$ cat src/dad_defines.svh
`ifndef DAD_DEFINES_SVH
`define DAD_DEFINES_SVH
`define DAD_ADDR_MODE_BIT 7
`define DAD_DIR_MSB 6
`define DAD_SHORT_MSB 7
`define DAD_AUX_MSB 10
`define DAD_AUX_LSB 8
`define DAD_SHIFT_MSB 11
`define DAD_SHIFT_LSB 8
`define DAD_PAGE_MSB 8
`define DAD_MIMM_MSB 12
`define DAD_SEL2_MSB 1
`define DAD_HI_SUB_SHIFT_MPLCND 8'h46
`define DAD_HI_XOR_MEMORY 8'h4C
`define DAD_HI_CLR_LOAD_HIGH 8'h40
`define DAD_HI_CLR_LOAD_ROUND 8'h7B
`define DAD_HI_CLR_LOAD_LOW 8'h41
`define DAD_HI_AUX_ADD_SHORT 8'h7E
`define DAD_HI_AUX_MODIFY 8'h55
`define DAD_HI_PAGE_LOAD 8'h52
`define DAD_HI_PROD_HIGH_LOAD 8'h53
`define DAD_HI_PROD_HIGH_STORE 8'h7D
`define DAD_HI_PROD_LOW_STORE 8'h7C
`define DAD_HI_MPLCND_LOAD 8'h3C
`define DAD_HI_MPLCND_ACC 8'h3D
`define DAD_HI_MPLCND_SUB 8'h5B
`define DAD_HI_MPLCND_ACC_MOVE 8'h3F
`define DAD_HI_MPLCND_STORE_PROD 8'h3E
`define DAD_HI_MULT_ACC 8'h5D
`define DAD_HI_MULT_ACC_MOVE 8'h5C
`define DAD_HI_MULTIPLY 8'h38
`define DAD_HI_MULTIPLY_SUB 8'h3B
`define DAD_HI_MULTIPLY_UNSIGNED 8'hCF
`define DAD_HI_MULTIPLY_ACC 8'h3A
`define DAD_HI_SQUARE_ACC 8'h39
`define DAD_HI_SQUARE_SUB 8'h5A
`define DAD_TOP5_AUX_LOAD 5'h06
`define DAD_TOP5_AUX_STORE 5'h0E
`define DAD_TOP5_AUX_SHORT 5'h18
`define DAD_TOP5_AUX_LONG 5'h1A
`define DAD_TOP7_PAGE_IMM 7'h64
`define DAD_TOP3_MULT_IMM 3'h5
`define DAD_TOP4_XOR_LONG 4'hD
`define DAD_LO_XOR_LONG 8'h06
`define DAD_LO_AUX_LONG 8'h00
`define DAD_LO5_AUX_POINTER 5'h11
`define DAD_TOP14_COMPARE 14'h3394
`define DAD_TOP14_SHIFT_MODE 14'h3382
`define DAD_W_CLEAR_ACC 16'hCA00
`define DAD_W_ADD_PRODUCT 16'hCE15
`define DAD_W_ACC_FROM_PRODUCT 16'hCE14
`define DAD_W_SUB_PRODUCT 16'hCE16
`endif

$ cat src/dad_pkg.sv
package dad_pkg;
    typedef enum logic [5:0] {
        op_none,
        op_sub_shift_by_multiplicand,
        op_xor_memory,
        op_xor_long_immediate,
        op_clear_accumulator,
        op_clear_load_low_unsigned,
        op_clear_load_high_half,
        op_clear_load_high_round,
        op_aux_add_short_imm,
        op_aux_compare,
        op_aux_load,
        op_aux_store,
        op_aux_load_long_imm,
        op_aux_load_short_imm,
        op_aux_modify,
        op_aux_pointer_load,
        op_page_pointer_load,
        op_page_pointer_load_imm,
        op_add_product,
        op_accumulator_from_product,
        op_subtract_product,
        op_product_high_load,
        op_product_high_store,
        op_product_low_store,
        op_multiplicand_load,
        op_multiplicand_load_accumulate,
        op_multiplicand_load_subtract,
        op_multiplicand_load_acc_move,
        op_multiplicand_load_store_product,
        op_mult_accumulate,
        op_mult_accumulate_move,
        op_multiply,
        op_multiply_subtract_previous,
        op_multiply_unsigned,
        op_multiply_accumulate_previous,
        op_multiply_immediate,
        op_square_accumulate,
        op_square_subtract,
        op_product_shift_mode_set
    } dad_op_t;

    typedef enum logic {
        st_idle,
        st_wait_second
    } dad_state_t;
endpackage

$ cat src/dad_field_extract.sv
`timescale 1ns/1ps
`include "dad_defines.svh"

// pulls every operand field out of a word; which ones matter depends on the op
module dad_field_extract (
    input  wire logic [15:0] word,
    output logic             addr_mode,
    output logic [6:0]       direct_addr,
    output logic [7:0]       short_imm,
    output logic [3:0]       left_shift,
    output logic [2:0]       aux_sel,
    output logic [1:0]       sel2,
    output logic [8:0]       page_imm,
    output logic [12:0]      mult_imm
);
    assign addr_mode   = word[`DAD_ADDR_MODE_BIT];
    assign direct_addr = word[`DAD_DIR_MSB:0];
    assign short_imm   = word[`DAD_SHORT_MSB:0];
    assign left_shift  = word[`DAD_SHIFT_MSB:`DAD_SHIFT_LSB];
    assign aux_sel     = word[`DAD_AUX_MSB:`DAD_AUX_LSB];
    assign sel2        = word[`DAD_SEL2_MSB:0];
    assign page_imm    = word[`DAD_PAGE_MSB:0];
    assign mult_imm    = word[`DAD_MIMM_MSB:0];
endmodule

$ cat src/dad_decoder.sv
`timescale 1ns/1ps
`include "dad_defines.svh"

module dad_decoder (
    input  wire logic           clk,
    input  wire logic           srst,
    input  wire logic           instr_valid,
    input  wire logic [15:0]    instr_word,
    output dad_pkg::dad_op_t    op,
    output logic                decode_done,
    output logic                two_word,
    output logic                second_word_needed,
    output logic                not_in_group,
    output logic                addr_mode,
    output logic [6:0]          direct_addr,
    output logic [7:0]          short_imm,
    output logic [15:0]         long_operand,
    output logic [3:0]          left_shift,
    output logic [2:0]          aux_sel,
    output logic [1:0]          compare_mode_field,
    output logic [1:0]          product_shift_code,
    output logic [8:0]          page_pointer_field,
    output logic [12:0]         mult_imm
);
    dad_pkg::dad_state_t state;

    logic [7:0]  hi;
    logic [7:0]  lo;
    logic [4:0]  top5;
    logic        f_addr_mode;
    logic [6:0]  f_direct;
    logic [7:0]  f_short;
    logic [3:0]  f_shift;
    logic [2:0]  f_aux;
    logic [1:0]  f_sel2;
    logic [8:0]  f_page;
    logic [12:0] f_mimm;

    assign hi   = instr_word[15:8];
    assign lo   = instr_word[7:0];
    assign top5 = instr_word[15:11];

    dad_field_extract u_fields (
        .word        (instr_word),
        .addr_mode   (f_addr_mode),
        .direct_addr (f_direct),
        .short_imm   (f_short),
        .left_shift  (f_shift),
        .aux_sel     (f_aux),
        .sel2        (f_sel2),
        .page_imm    (f_page),
        .mult_imm    (f_mimm)
    );

    // accumulator memory-reference tail
    logic hit_sub_shift;
    logic hit_xor_mem;
    logic hit_xor_long;
    logic hit_clr_acc;
    logic hit_clr_low;
    logic hit_clr_high;
    logic hit_clr_round;
    // auxiliary register and page pointer group
    logic hit_aux_add;
    logic hit_aux_cmp;
    logic hit_aux_load;
    logic hit_aux_store;
    logic hit_aux_long;
    logic hit_aux_short;
    logic hit_aux_ptr;
    logic hit_aux_mod;
    logic hit_page_load;
    logic hit_page_imm;
    // multiplicand, product and multiply group
    logic hit_add_prod;
    logic hit_acc_prod;
    logic hit_sub_prod;
    logic hit_ph_load;
    logic hit_ph_store;
    logic hit_pl_store;
    logic hit_t_load;
    logic hit_t_acc;
    logic hit_t_sub;
    logic hit_t_move;
    logic hit_t_store;
    logic hit_mac;
    logic hit_mac_move;
    logic hit_mul;
    logic hit_mul_sub;
    logic hit_mul_uns;
    logic hit_mul_acc;
    logic hit_mul_imm;
    logic hit_sq_acc;
    logic hit_sq_sub;
    logic hit_shift_mode;

    assign hit_sub_shift  = hi == `DAD_HI_SUB_SHIFT_MPLCND;
    assign hit_xor_mem    = hi == `DAD_HI_XOR_MEMORY;
    assign hit_xor_long   = instr_word[15:12] == `DAD_TOP4_XOR_LONG
                            && lo == `DAD_LO_XOR_LONG;
    assign hit_clr_acc    = instr_word == `DAD_W_CLEAR_ACC;
    assign hit_clr_low    = hi == `DAD_HI_CLR_LOAD_LOW;
    assign hit_clr_high   = hi == `DAD_HI_CLR_LOAD_HIGH;
    assign hit_clr_round  = hi == `DAD_HI_CLR_LOAD_ROUND;
    assign hit_aux_add    = hi == `DAD_HI_AUX_ADD_SHORT;
    assign hit_aux_cmp    = instr_word[15:2] == `DAD_TOP14_COMPARE;
    assign hit_aux_load   = top5 == `DAD_TOP5_AUX_LOAD;
    assign hit_aux_store  = top5 == `DAD_TOP5_AUX_STORE;
    assign hit_aux_long   = top5 == `DAD_TOP5_AUX_LONG
                            && lo == `DAD_LO_AUX_LONG;
    assign hit_aux_short  = top5 == `DAD_TOP5_AUX_SHORT;
    assign hit_aux_ptr    = hi == `DAD_HI_AUX_MODIFY
                            && lo[7:3] == `DAD_LO5_AUX_POINTER;
    assign hit_aux_mod    = hi == `DAD_HI_AUX_MODIFY && !hit_aux_ptr;
    assign hit_page_load  = hi == `DAD_HI_PAGE_LOAD;
    assign hit_page_imm   = instr_word[15:9] == `DAD_TOP7_PAGE_IMM;
    assign hit_add_prod   = instr_word == `DAD_W_ADD_PRODUCT;
    assign hit_acc_prod   = instr_word == `DAD_W_ACC_FROM_PRODUCT;
    assign hit_sub_prod   = instr_word == `DAD_W_SUB_PRODUCT;
    assign hit_ph_load    = hi == `DAD_HI_PROD_HIGH_LOAD;
    assign hit_ph_store   = hi == `DAD_HI_PROD_HIGH_STORE;
    assign hit_pl_store   = hi == `DAD_HI_PROD_LOW_STORE;
    assign hit_t_load     = hi == `DAD_HI_MPLCND_LOAD;
    assign hit_t_acc      = hi == `DAD_HI_MPLCND_ACC;
    assign hit_t_sub      = hi == `DAD_HI_MPLCND_SUB;
    assign hit_t_move     = hi == `DAD_HI_MPLCND_ACC_MOVE;
    assign hit_t_store    = hi == `DAD_HI_MPLCND_STORE_PROD;
    assign hit_mac        = hi == `DAD_HI_MULT_ACC;
    assign hit_mac_move   = hi == `DAD_HI_MULT_ACC_MOVE;
    assign hit_mul        = hi == `DAD_HI_MULTIPLY;
    assign hit_mul_sub    = hi == `DAD_HI_MULTIPLY_SUB;
    assign hit_mul_uns    = hi == `DAD_HI_MULTIPLY_UNSIGNED;
    assign hit_mul_acc    = hi == `DAD_HI_MULTIPLY_ACC;
    assign hit_mul_imm    = instr_word[15:13] == `DAD_TOP3_MULT_IMM;
    assign hit_sq_acc     = hi == `DAD_HI_SQUARE_ACC;
    assign hit_sq_sub     = hi == `DAD_HI_SQUARE_SUB;
    assign hit_shift_mode = instr_word[15:2] == `DAD_TOP14_SHIFT_MODE;

    // encodings are disjoint, so the order of this chain is not a priority
    dad_pkg::dad_op_t next_op;
    assign next_op =
        hit_sub_shift  ? dad_pkg::op_sub_shift_by_multiplicand :
        hit_xor_mem    ? dad_pkg::op_xor_memory :
        hit_xor_long   ? dad_pkg::op_xor_long_immediate :
        hit_clr_acc    ? dad_pkg::op_clear_accumulator :
        hit_clr_low    ? dad_pkg::op_clear_load_low_unsigned :
        hit_clr_high   ? dad_pkg::op_clear_load_high_half :
        hit_clr_round  ? dad_pkg::op_clear_load_high_round :
        hit_aux_add    ? dad_pkg::op_aux_add_short_imm :
        hit_aux_cmp    ? dad_pkg::op_aux_compare :
        hit_aux_load   ? dad_pkg::op_aux_load :
        hit_aux_store  ? dad_pkg::op_aux_store :
        hit_aux_long   ? dad_pkg::op_aux_load_long_imm :
        hit_aux_short  ? dad_pkg::op_aux_load_short_imm :
        hit_aux_ptr    ? dad_pkg::op_aux_pointer_load :
        hit_aux_mod    ? dad_pkg::op_aux_modify :
        hit_page_load  ? dad_pkg::op_page_pointer_load :
        hit_page_imm   ? dad_pkg::op_page_pointer_load_imm :
        hit_add_prod   ? dad_pkg::op_add_product :
        hit_acc_prod   ? dad_pkg::op_accumulator_from_product :
        hit_sub_prod   ? dad_pkg::op_subtract_product :
        hit_ph_load    ? dad_pkg::op_product_high_load :
        hit_ph_store   ? dad_pkg::op_product_high_store :
        hit_pl_store   ? dad_pkg::op_product_low_store :
        hit_t_load     ? dad_pkg::op_multiplicand_load :
        hit_t_acc      ? dad_pkg::op_multiplicand_load_accumulate :
        hit_t_sub      ? dad_pkg::op_multiplicand_load_subtract :
        hit_t_move     ? dad_pkg::op_multiplicand_load_acc_move :
        hit_t_store    ? dad_pkg::op_multiplicand_load_store_product :
        hit_mac        ? dad_pkg::op_mult_accumulate :
        hit_mac_move   ? dad_pkg::op_mult_accumulate_move :
        hit_mul        ? dad_pkg::op_multiply :
        hit_mul_sub    ? dad_pkg::op_multiply_subtract_previous :
        hit_mul_uns    ? dad_pkg::op_multiply_unsigned :
        hit_mul_acc    ? dad_pkg::op_multiply_accumulate_previous :
        hit_mul_imm    ? dad_pkg::op_multiply_immediate :
        hit_sq_acc     ? dad_pkg::op_square_accumulate :
        hit_sq_sub     ? dad_pkg::op_square_subtract :
        hit_shift_mode ? dad_pkg::op_product_shift_mode_set :
                         dad_pkg::op_none;

    // words that carry a second operand word
    logic next_two_word;
    assign next_two_word = hit_xor_long | hit_aux_long | hit_mac | hit_mac_move;

    // nothing in this group claimed the word
    logic next_foreign;
    assign next_foreign = next_op == dad_pkg::op_none;

    logic take_first;
    logic take_second;
    assign take_first  = instr_valid && state == dad_pkg::st_idle;
    assign take_second = instr_valid && state == dad_pkg::st_wait_second;

    always_ff @(posedge clk)
    begin
        if (srst)
        begin
            state              <= dad_pkg::st_idle;
            second_word_needed <= 1'b0;
            decode_done        <= 1'b0;
        end
        else
        begin
            case (state)
                dad_pkg::st_idle:
                begin
                    // hold request until operand word arrives
                    if (take_first && next_two_word)
                    begin
                        state              <= dad_pkg::st_wait_second;
                        second_word_needed <= 1'b1;
                    end
                    decode_done <= take_first && !next_two_word;
                end
                dad_pkg::st_wait_second:
                begin
                    if (take_second)
                    begin
                        state              <= dad_pkg::st_idle;
                        second_word_needed <= 1'b0;
                    end
                    decode_done <= take_second;
                end
                default:
                begin
                    state              <= dad_pkg::st_idle;
                    second_word_needed <= 1'b0;
                    decode_done        <= 1'b0;
                end
            endcase
        end
    end

    // decoded fields stay put until the next first word is taken
    always_ff @(posedge clk)
    begin
        if (srst)
        begin
            op                 <= dad_pkg::op_none;
            two_word           <= 1'b0;
            not_in_group       <= 1'b0;
            addr_mode          <= 1'b0;
            direct_addr        <= 7'h00;
            short_imm          <= 8'h00;
            left_shift         <= 4'h0;
            aux_sel            <= 3'h0;
            compare_mode_field <= 2'h0;
            product_shift_code <= 2'h0;
            page_pointer_field <= 9'h000;
            mult_imm           <= 13'h0000;
        end
        else if (take_first)
        begin
            op                 <= next_op;
            two_word           <= next_two_word;
            not_in_group       <= next_foreign;
            addr_mode          <= f_addr_mode;
            direct_addr        <= f_direct;
            short_imm          <= f_short;
            left_shift         <= f_shift;
            aux_sel            <= f_aux;
            compare_mode_field <= f_sel2;
            product_shift_code <= f_sel2;
            page_pointer_field <= f_page;
            mult_imm           <= f_mimm;
        end
    end

    // second word is the immediate or the program-memory operand address
    always_ff @(posedge clk)
    begin
        if (srst)
        begin
            long_operand <= 16'h0000;
        end
        else if (take_second)
        begin
            long_operand <= instr_word;
        end
    end
endmodule

$ cat config.mk
export PLATFORM = sky130hd
export DESIGN_NAME = dad_decoder
export DESIGN_NICKNAME = d
export VERILOG_FILES = /design/src/dad_pkg.sv /design/src/dad_field_extract.sv /design/src/dad_decoder.sv
export VERILOG_INCLUDE_DIRS = /design/src
export SDC_FILE = /design/constraint.sdc
export NUM_CORES = 1
export LEC_CHECK = 0
export ABC_CLOCK_PERIOD_IN_PS = 3970
export BUFFER_PORTS_ARGS = -buffer_cell sky130_fd_sc_hd__clkbuf_2
export CAP_MARGIN = 20
export CORE_MARGIN = 2
export CORE_UTILIZATION = 53
export CTS_CLUSTER_SIZE = 16
export DETAILED_ROUTE_END_ITERATION = 6
export PLACE_DENSITY = 0.9
export SYNTH_ARGS = -nofsm -noshare
export SYNTH_HDL_FRONTEND = slang
export SYNTH_SLANG_ARGS = --single-unit
$ cat constraint.sdc
create_clock -name clk -period 3.97 [get_ports clk]
set_clock_uncertainty 0.05 [all_clocks]
set_input_delay 0.1985 -clock clk [delete_from_list [all_inputs] [get_ports clk]]
set_output_delay 0.1985 -clock clk [all_outputs]
set_load 0.02 [all_outputs]
==> results.ini, run 1 <==
[outcome]
outcome=finished clean

[sta]
tns_ns=0
drv_slew=0
setup-violations-final=0
rsz0062_at_grt=false
min_period_over_period_pct=51.8
whs_ns=0.147
setup_ws_ns=1.91
layout_min_cycle_time_ns=2.06
max_freq_mhz=486
hold_viol=0
tightest_slew_ns=0.793
relSlewSlack_pct=47.1

[placement]
dp_worst_setup_slack_ns=1.86
io_buffers=93
gp_congestion=1.06
dp_hpwl_mm=4.63

[floorplan]
fp.dieW_um=72.2
die_area_mm2=0.00521
core_area_mm2=0.00441
io_pins=94
initial_utilization_pct=55.8
die_h_um=72.2
rows=24

[drt]
drt_wl_total_mm=6.40
dr.first_iter.drc_count=119
viasPerCell=5.77
via_count=2458
wire_per_inst_um=15.0
antenna_left=0
drtPass1Iterations=4
drc=0

[synthesis]
synthArstFlopShare_pct=0
yosys_warnings=0
synth_area_leaders=dfxtp_1 33%, buf_4 13%, nand2_1 11%
synth_nets=352
syn-mean-instance-area_um2=7.39
synthDistinctLibCells=51
yosysSeqAreaShare_pct=32.5
synth_cells=333
synth_seq_cells=40
syn_area_mm2=0.00246
yosysTopAreaCell=dfxtp_1
synth_ff_type=dfxtp_1
synth_top_area_share_pct=32.5
synth-edff-count=0

[finish]
post-route-util_pct=61.6
n_fill_cell=407
final_cell_mix=93 x clkbuf_2, 72 x nand2_1, 40 x dfxtp_1
layout-drive-gt1-share_pct=29.1
diodes=0
area_growth_pct=10.5
layout.nets=392
final_common_cell=clkbuf_2

[critical_path]
start_kind=register
critPathCaptureType=register
required_ns=4.12
worstSetupPathType=register to register
arrival_ns=2.20
crit_fanout=21

[clocking]
htreeDepth=2
root_buffer=clkbuf_8
cts_tree=done
ctsResizeCount=0
cts_setup_buffers=0
hold_buffers=0
cts_buffers=5
clock-sinks=40
clockBufferDepth=2
worstSkewPairLatency_ns=0.29
cts.clk_slew.worst_paths_ns=0.08

[global_routing]
grt.total_usage_pct=24.6
overflow=0
grt_max_degree=42
grt_pass1_wl_mm=10.3
grt_pass1_vias=2200
antenna_found_initial=0

[power]
power.total_mw=0.931
ir_drop_uv=205
leakage_nw=1.16
power_density_mw_per_mm2=342

[min_path]
hold_path_class=input pin to register

[run]
max_cap_violations=0

## power breakdown
group          internal (mW)  switching [mW]  total (mW)
Combinational         0.0550           0.121       0.176
Clock                  0.186           0.145       0.331
Sequential             0.414          0.0106       0.424
Total                  0.655           0.277       0.931
## sequential cells by signal (all words and copies together), names as in the netlist, 2 cells and up
signal,flops
direct_addr,6
left_shift,3
long_operand,16
mult_imm,2
op,6
## path summary, 6_finish.rpt
path	cells past startpoint	slack, ns	from	endpoint
setup / recovery	6	1.91	state	not_in_group
hold reg to reg	2	0.41	long_operand[3]	long_operand[3]
setup reg to reg	6	1.91	state	not_in_group
hold / removal	3	0.15	instr_word[3]	direct_addr[3]
## logic make-up (layout without fill, tap and decap cells)
logic type,count (synthesis),in the layout,synth area share (%)
AOI/OAI and AO/OA,70,70,17.5
xor gates and xnor gates,1,1,0.356
buffers and inverters,64,105,16.3
DFF,40,40,32.5
muxes,1,1,0.407
and+or+nand+nor,157,157,32.9
## per-layer routing
metal  wire, um  vias to the layer above  share of wire (%)  track usage [%]
met5          0                        -                  0                0
met4         97                        0                1.5             8.60
met3        642                        9                 10             5.28
met2       2890                      141                 45             39.7
met1       2760                     1105                 43             32.5
li1           -                     1203                  -                -
## worst max-delay path, cell delays in order, from the launching register on
cell and delay [ns]:
dfxtp_1 0.35, nand2b_1 0.51, a21o_1 0.35, a41oi_1 0.17, and3_1 0.21, nand3_1 0.08
o31ai_1 0.24
## Yosys cell counts, drive strengths merged (2+ instances only)
cell type and n:
nand2 72, buf 50, dfxtp 40, a21oi 39
nor2 21, clkbuf 11, nor3 11, nand3 7
nand4 6, o21ai 6, nand2b 5, nor2b 5
nor4b 5, a31oi 4, and2 4, nor3b 4
a311oi 3, a41oi 3, inv 3, or4 3
and4b 2, nand3b 2, nor4bb 2, o211ai 2
o21a 2, o31ai 2
## area by class of cell
cell class	count	area, um2	share of cell area [%]
Clock buffer	5	68.8	2.53
Clock inverter	3	42.5	1.56
Timing Repair Buffer	94	473	17.4
Sequential cell	40	801	29.4
Multi-Input combinational cell	229	1260	46.3
Inverter	3	11.3	0.414
Tap cell	52	65.1	2.39
## through the flow
stage	instances	cell area (um2)
2_1_floorplan	333	2460
3_3_place_gp	418	2610
3_5_place_dp	418	2610
4_1_cts	426	2720
5_1_grt	426	2720
6_report	426	2720
(Power assumes the default switching activity.)
==> inputs of run 2 (changes only) <==
--- a/config.mk
+++ b/config.mk
@@ -6,14 +6,15 @@
 export SDC_FILE = /design/constraint.sdc
 export NUM_CORES = 1
 export LEC_CHECK = 0
-export ABC_CLOCK_PERIOD_IN_PS = 3970
+export ABC_AREA = 1
+export ABC_CLOCK_PERIOD_IN_PS = 2000
 export BUFFER_PORTS_ARGS = -buffer_cell sky130_fd_sc_hd__clkbuf_2
 export CAP_MARGIN = 20
 export CORE_MARGIN = 2
-export CORE_UTILIZATION = 53
+export CORE_UTILIZATION = 48
 export CTS_CLUSTER_SIZE = 16
 export DETAILED_ROUTE_END_ITERATION = 6
-export PLACE_DENSITY = 0.9
+export PLACE_DENSITY = 0.84
 export SYNTH_ARGS = -nofsm -noshare
 export SYNTH_HDL_FRONTEND = slang
 export SYNTH_SLANG_ARGS = --single-unit
==> constraint.sdc (replaced) <==
create_clock -name clk -period 2 [get_ports clk]
set_clock_uncertainty 0.05 [all_clocks]
set_input_delay 0.1 -clock clk [delete_from_list [all_inputs] [get_ports clk]]
set_output_delay 0.1 -clock clk [all_outputs]
set_load 0.02 [all_outputs]
==> results.ini, run 2 <==
[finish]
final_common_cell=clkbuf_2
layout.nets=414
layout-drive-gt1-share_pct=35.9
final_cell_mix=93 x clkbuf_2, 40 x dfxtp_1, 38 x nor2_1
regMostFlops=long_operand
top_regs=long_operand: 16 flops, direct_addr: 6 flops, op: 6 flops
largest_reg_flops=16
area_growth_pct=15.0
multiInputGateArea_mm2=0.00103
n_fill_cell=468
diodes=0
regArea_um2=801

[synthesis]
synth_most_common_cell=dfxtp_1
yosys_warnings=0
syn-mean-instance-area_um2=6.81
synthArstFlopShare_pct=0
synth_area_leaders=dfxtp_1 35%, buf_4 12%, o21ai_0 8.1%
synth_top_area_share_pct=34.9
synth_ff_type=dfxtp_1
yosysTopAreaCell=dfxtp_1
synth-edff-count=0
synth_cells=337
syn_area_mm2=0.00229
synth_seq_cells=40
yosys-top-cells-count=40 x dfxtp_1, 39 x nor2_1, 37 x o21ai_0, 36 x buf_4, 35 x nand2_1
synthDistinctLibCells=25
synth_nets=356
yosysSeqAreaShare_pct=34.9

[placement]
dp_hpwl_mm=4.79
gp_congestion=0.982
io_buffers=93

[clocking]
cts_setup_buffers=0
hold_buffers=0
cts_buffers=5
worstSkewPairLatency_ns=0.29
cts.clk_slew.worst_paths_ns=0.07
clockBufferDepth=2
root_buffer=clkbuf_8
ctsResizeCount=0
clock-sinks=40
cts_tree=done
htreeDepth=2

[drt]
via_count=2382
drt_wl_total_mm=6.09
drtPass1Iterations=4
drc=0
wire_per_inst_um=13.5
dr.first_iter.drc_count=209
viasPerCell=5.29
antenna_left=0

[global_routing]
grt.total_usage_pct=23.8
grt_pass1_vias=2142
grt_max_degree=36
overflow=0
antenna_found_initial=0
grt_pass1_wl_mm=9.98

[min_path]
min_path_cells=2
hold_path_class=input pin to register

[power]
ir_drop_uv=360
power.total_mw=1.74
power_density_mw_per_mm2=659
leakage_nw=1.42

[sta]
min_period_over_period_pct=77.1
whs_ns=0.0138
layout_min_cycle_time_ns=1.54
hold_viol=0
max_freq_mhz=648
tns_ns=0
relSlewSlack_pct=77.3
rsz0062_at_grt=false
setup-violations-final=0
drv_slew=0
tightest_slew_ns=0.338

[critical_path]
critPathCaptureType=register
rr_endpoint=not_in_group
crit_fanout=7
worstSetupPathType=input pin to register
r2r_cells=8
start_kind=input pin
r2r_start=state
endpoint=not_in_group
required_ns=2.18
arrival_ns=1.72
rrSetupSlack_ns=0.54
cp-startpoint=instr_word[11]

[floorplan]
die_h_um=73.1
rows=25
fp.dieW_um=73.1
io_pins=94
core_area_mm2=0.00466
die_area_mm2=0.00535
initial_utilization_pct=49.2

[run]
max_cap_violations=0

[outcome]
outcome=finished clean

run 2: metal layers:
metal	vias up	track usage, %	part of all wire [%]
met3	12	3.73	7.3
met4	0	8.02	1.8
met1	1071	32.7	44
li1	1185	-	-
met2	114	37.8	47
met5	-	0	0
run 2: final cells by class:
cell class | count | area share, %
inverter | 42 | 6.02
sequential | 40 | 30.3
clock buffer | 5 | 2.61
tap | 54 | 2.56
multi-input combinational | 209 | 39.0
clock inverter | 3 | 0.711
timing repair buffer | 97 | 18.8
run 2: cell families after synthesis:
group | count (synthesis) | share of synthesized area, %
AOI/OAI and AO/OA | 81 | 18.9
buffers and inverters | 88 | 20.3
DFF | 40 | 34.9
and+or+nand+nor | 128 | 25.9
run 2: worst min-delay path by stage:
stage / startpoint / slack [ns] / endpoint
floorplan: instr_word[14] / 0.18 / long_operand[14]
global placement: srst / 0.31 / not_in_group
detailed placement: srst / 0.32 / not_in_group
CTS: srst / 0.005 / not_in_group
global route: srst / 0.03 / not_in_group
finish: srst / 0.01 / not_in_group
run 2: power breakdown:
part | total, mW | switching, mW | internal (mW)
Clock | 0.524 | 0.281 | 0.243
Sequential | 0.852 | 0.0259 | 0.826
Combinational | 0.366 | 0.255 | 0.110
run 2: through the flow:
stage	instance area, um2	setup WS [ns]	util [%]	std cells
6_report	2640	0.457	56.6	450
3_5_place_dp	2550	0.233	54.8	442
2_1_floorplan	2290	0.531	-	337
3_3_place_gp	2550	0.235	54.8	442
4_1_cts	2640	0.474	56.6	450
5_1_grt	2640	0.271	56.6	450
run 2: critical path: stages:
cell and delay, ns:
clkbuf_2 0.15, nand2_2 0.12, inv_2 0.09, nand3_1 0.14, nor2_1 0.08, a21oi_2 0.12
nand2_1 0.07, nor2_2 0.13, nand3_1 0.12, nor3b_2 0.19, nand2_1 0.08, nor2_1 0.10
nand3_1 0.10, a21oi_2 0.11
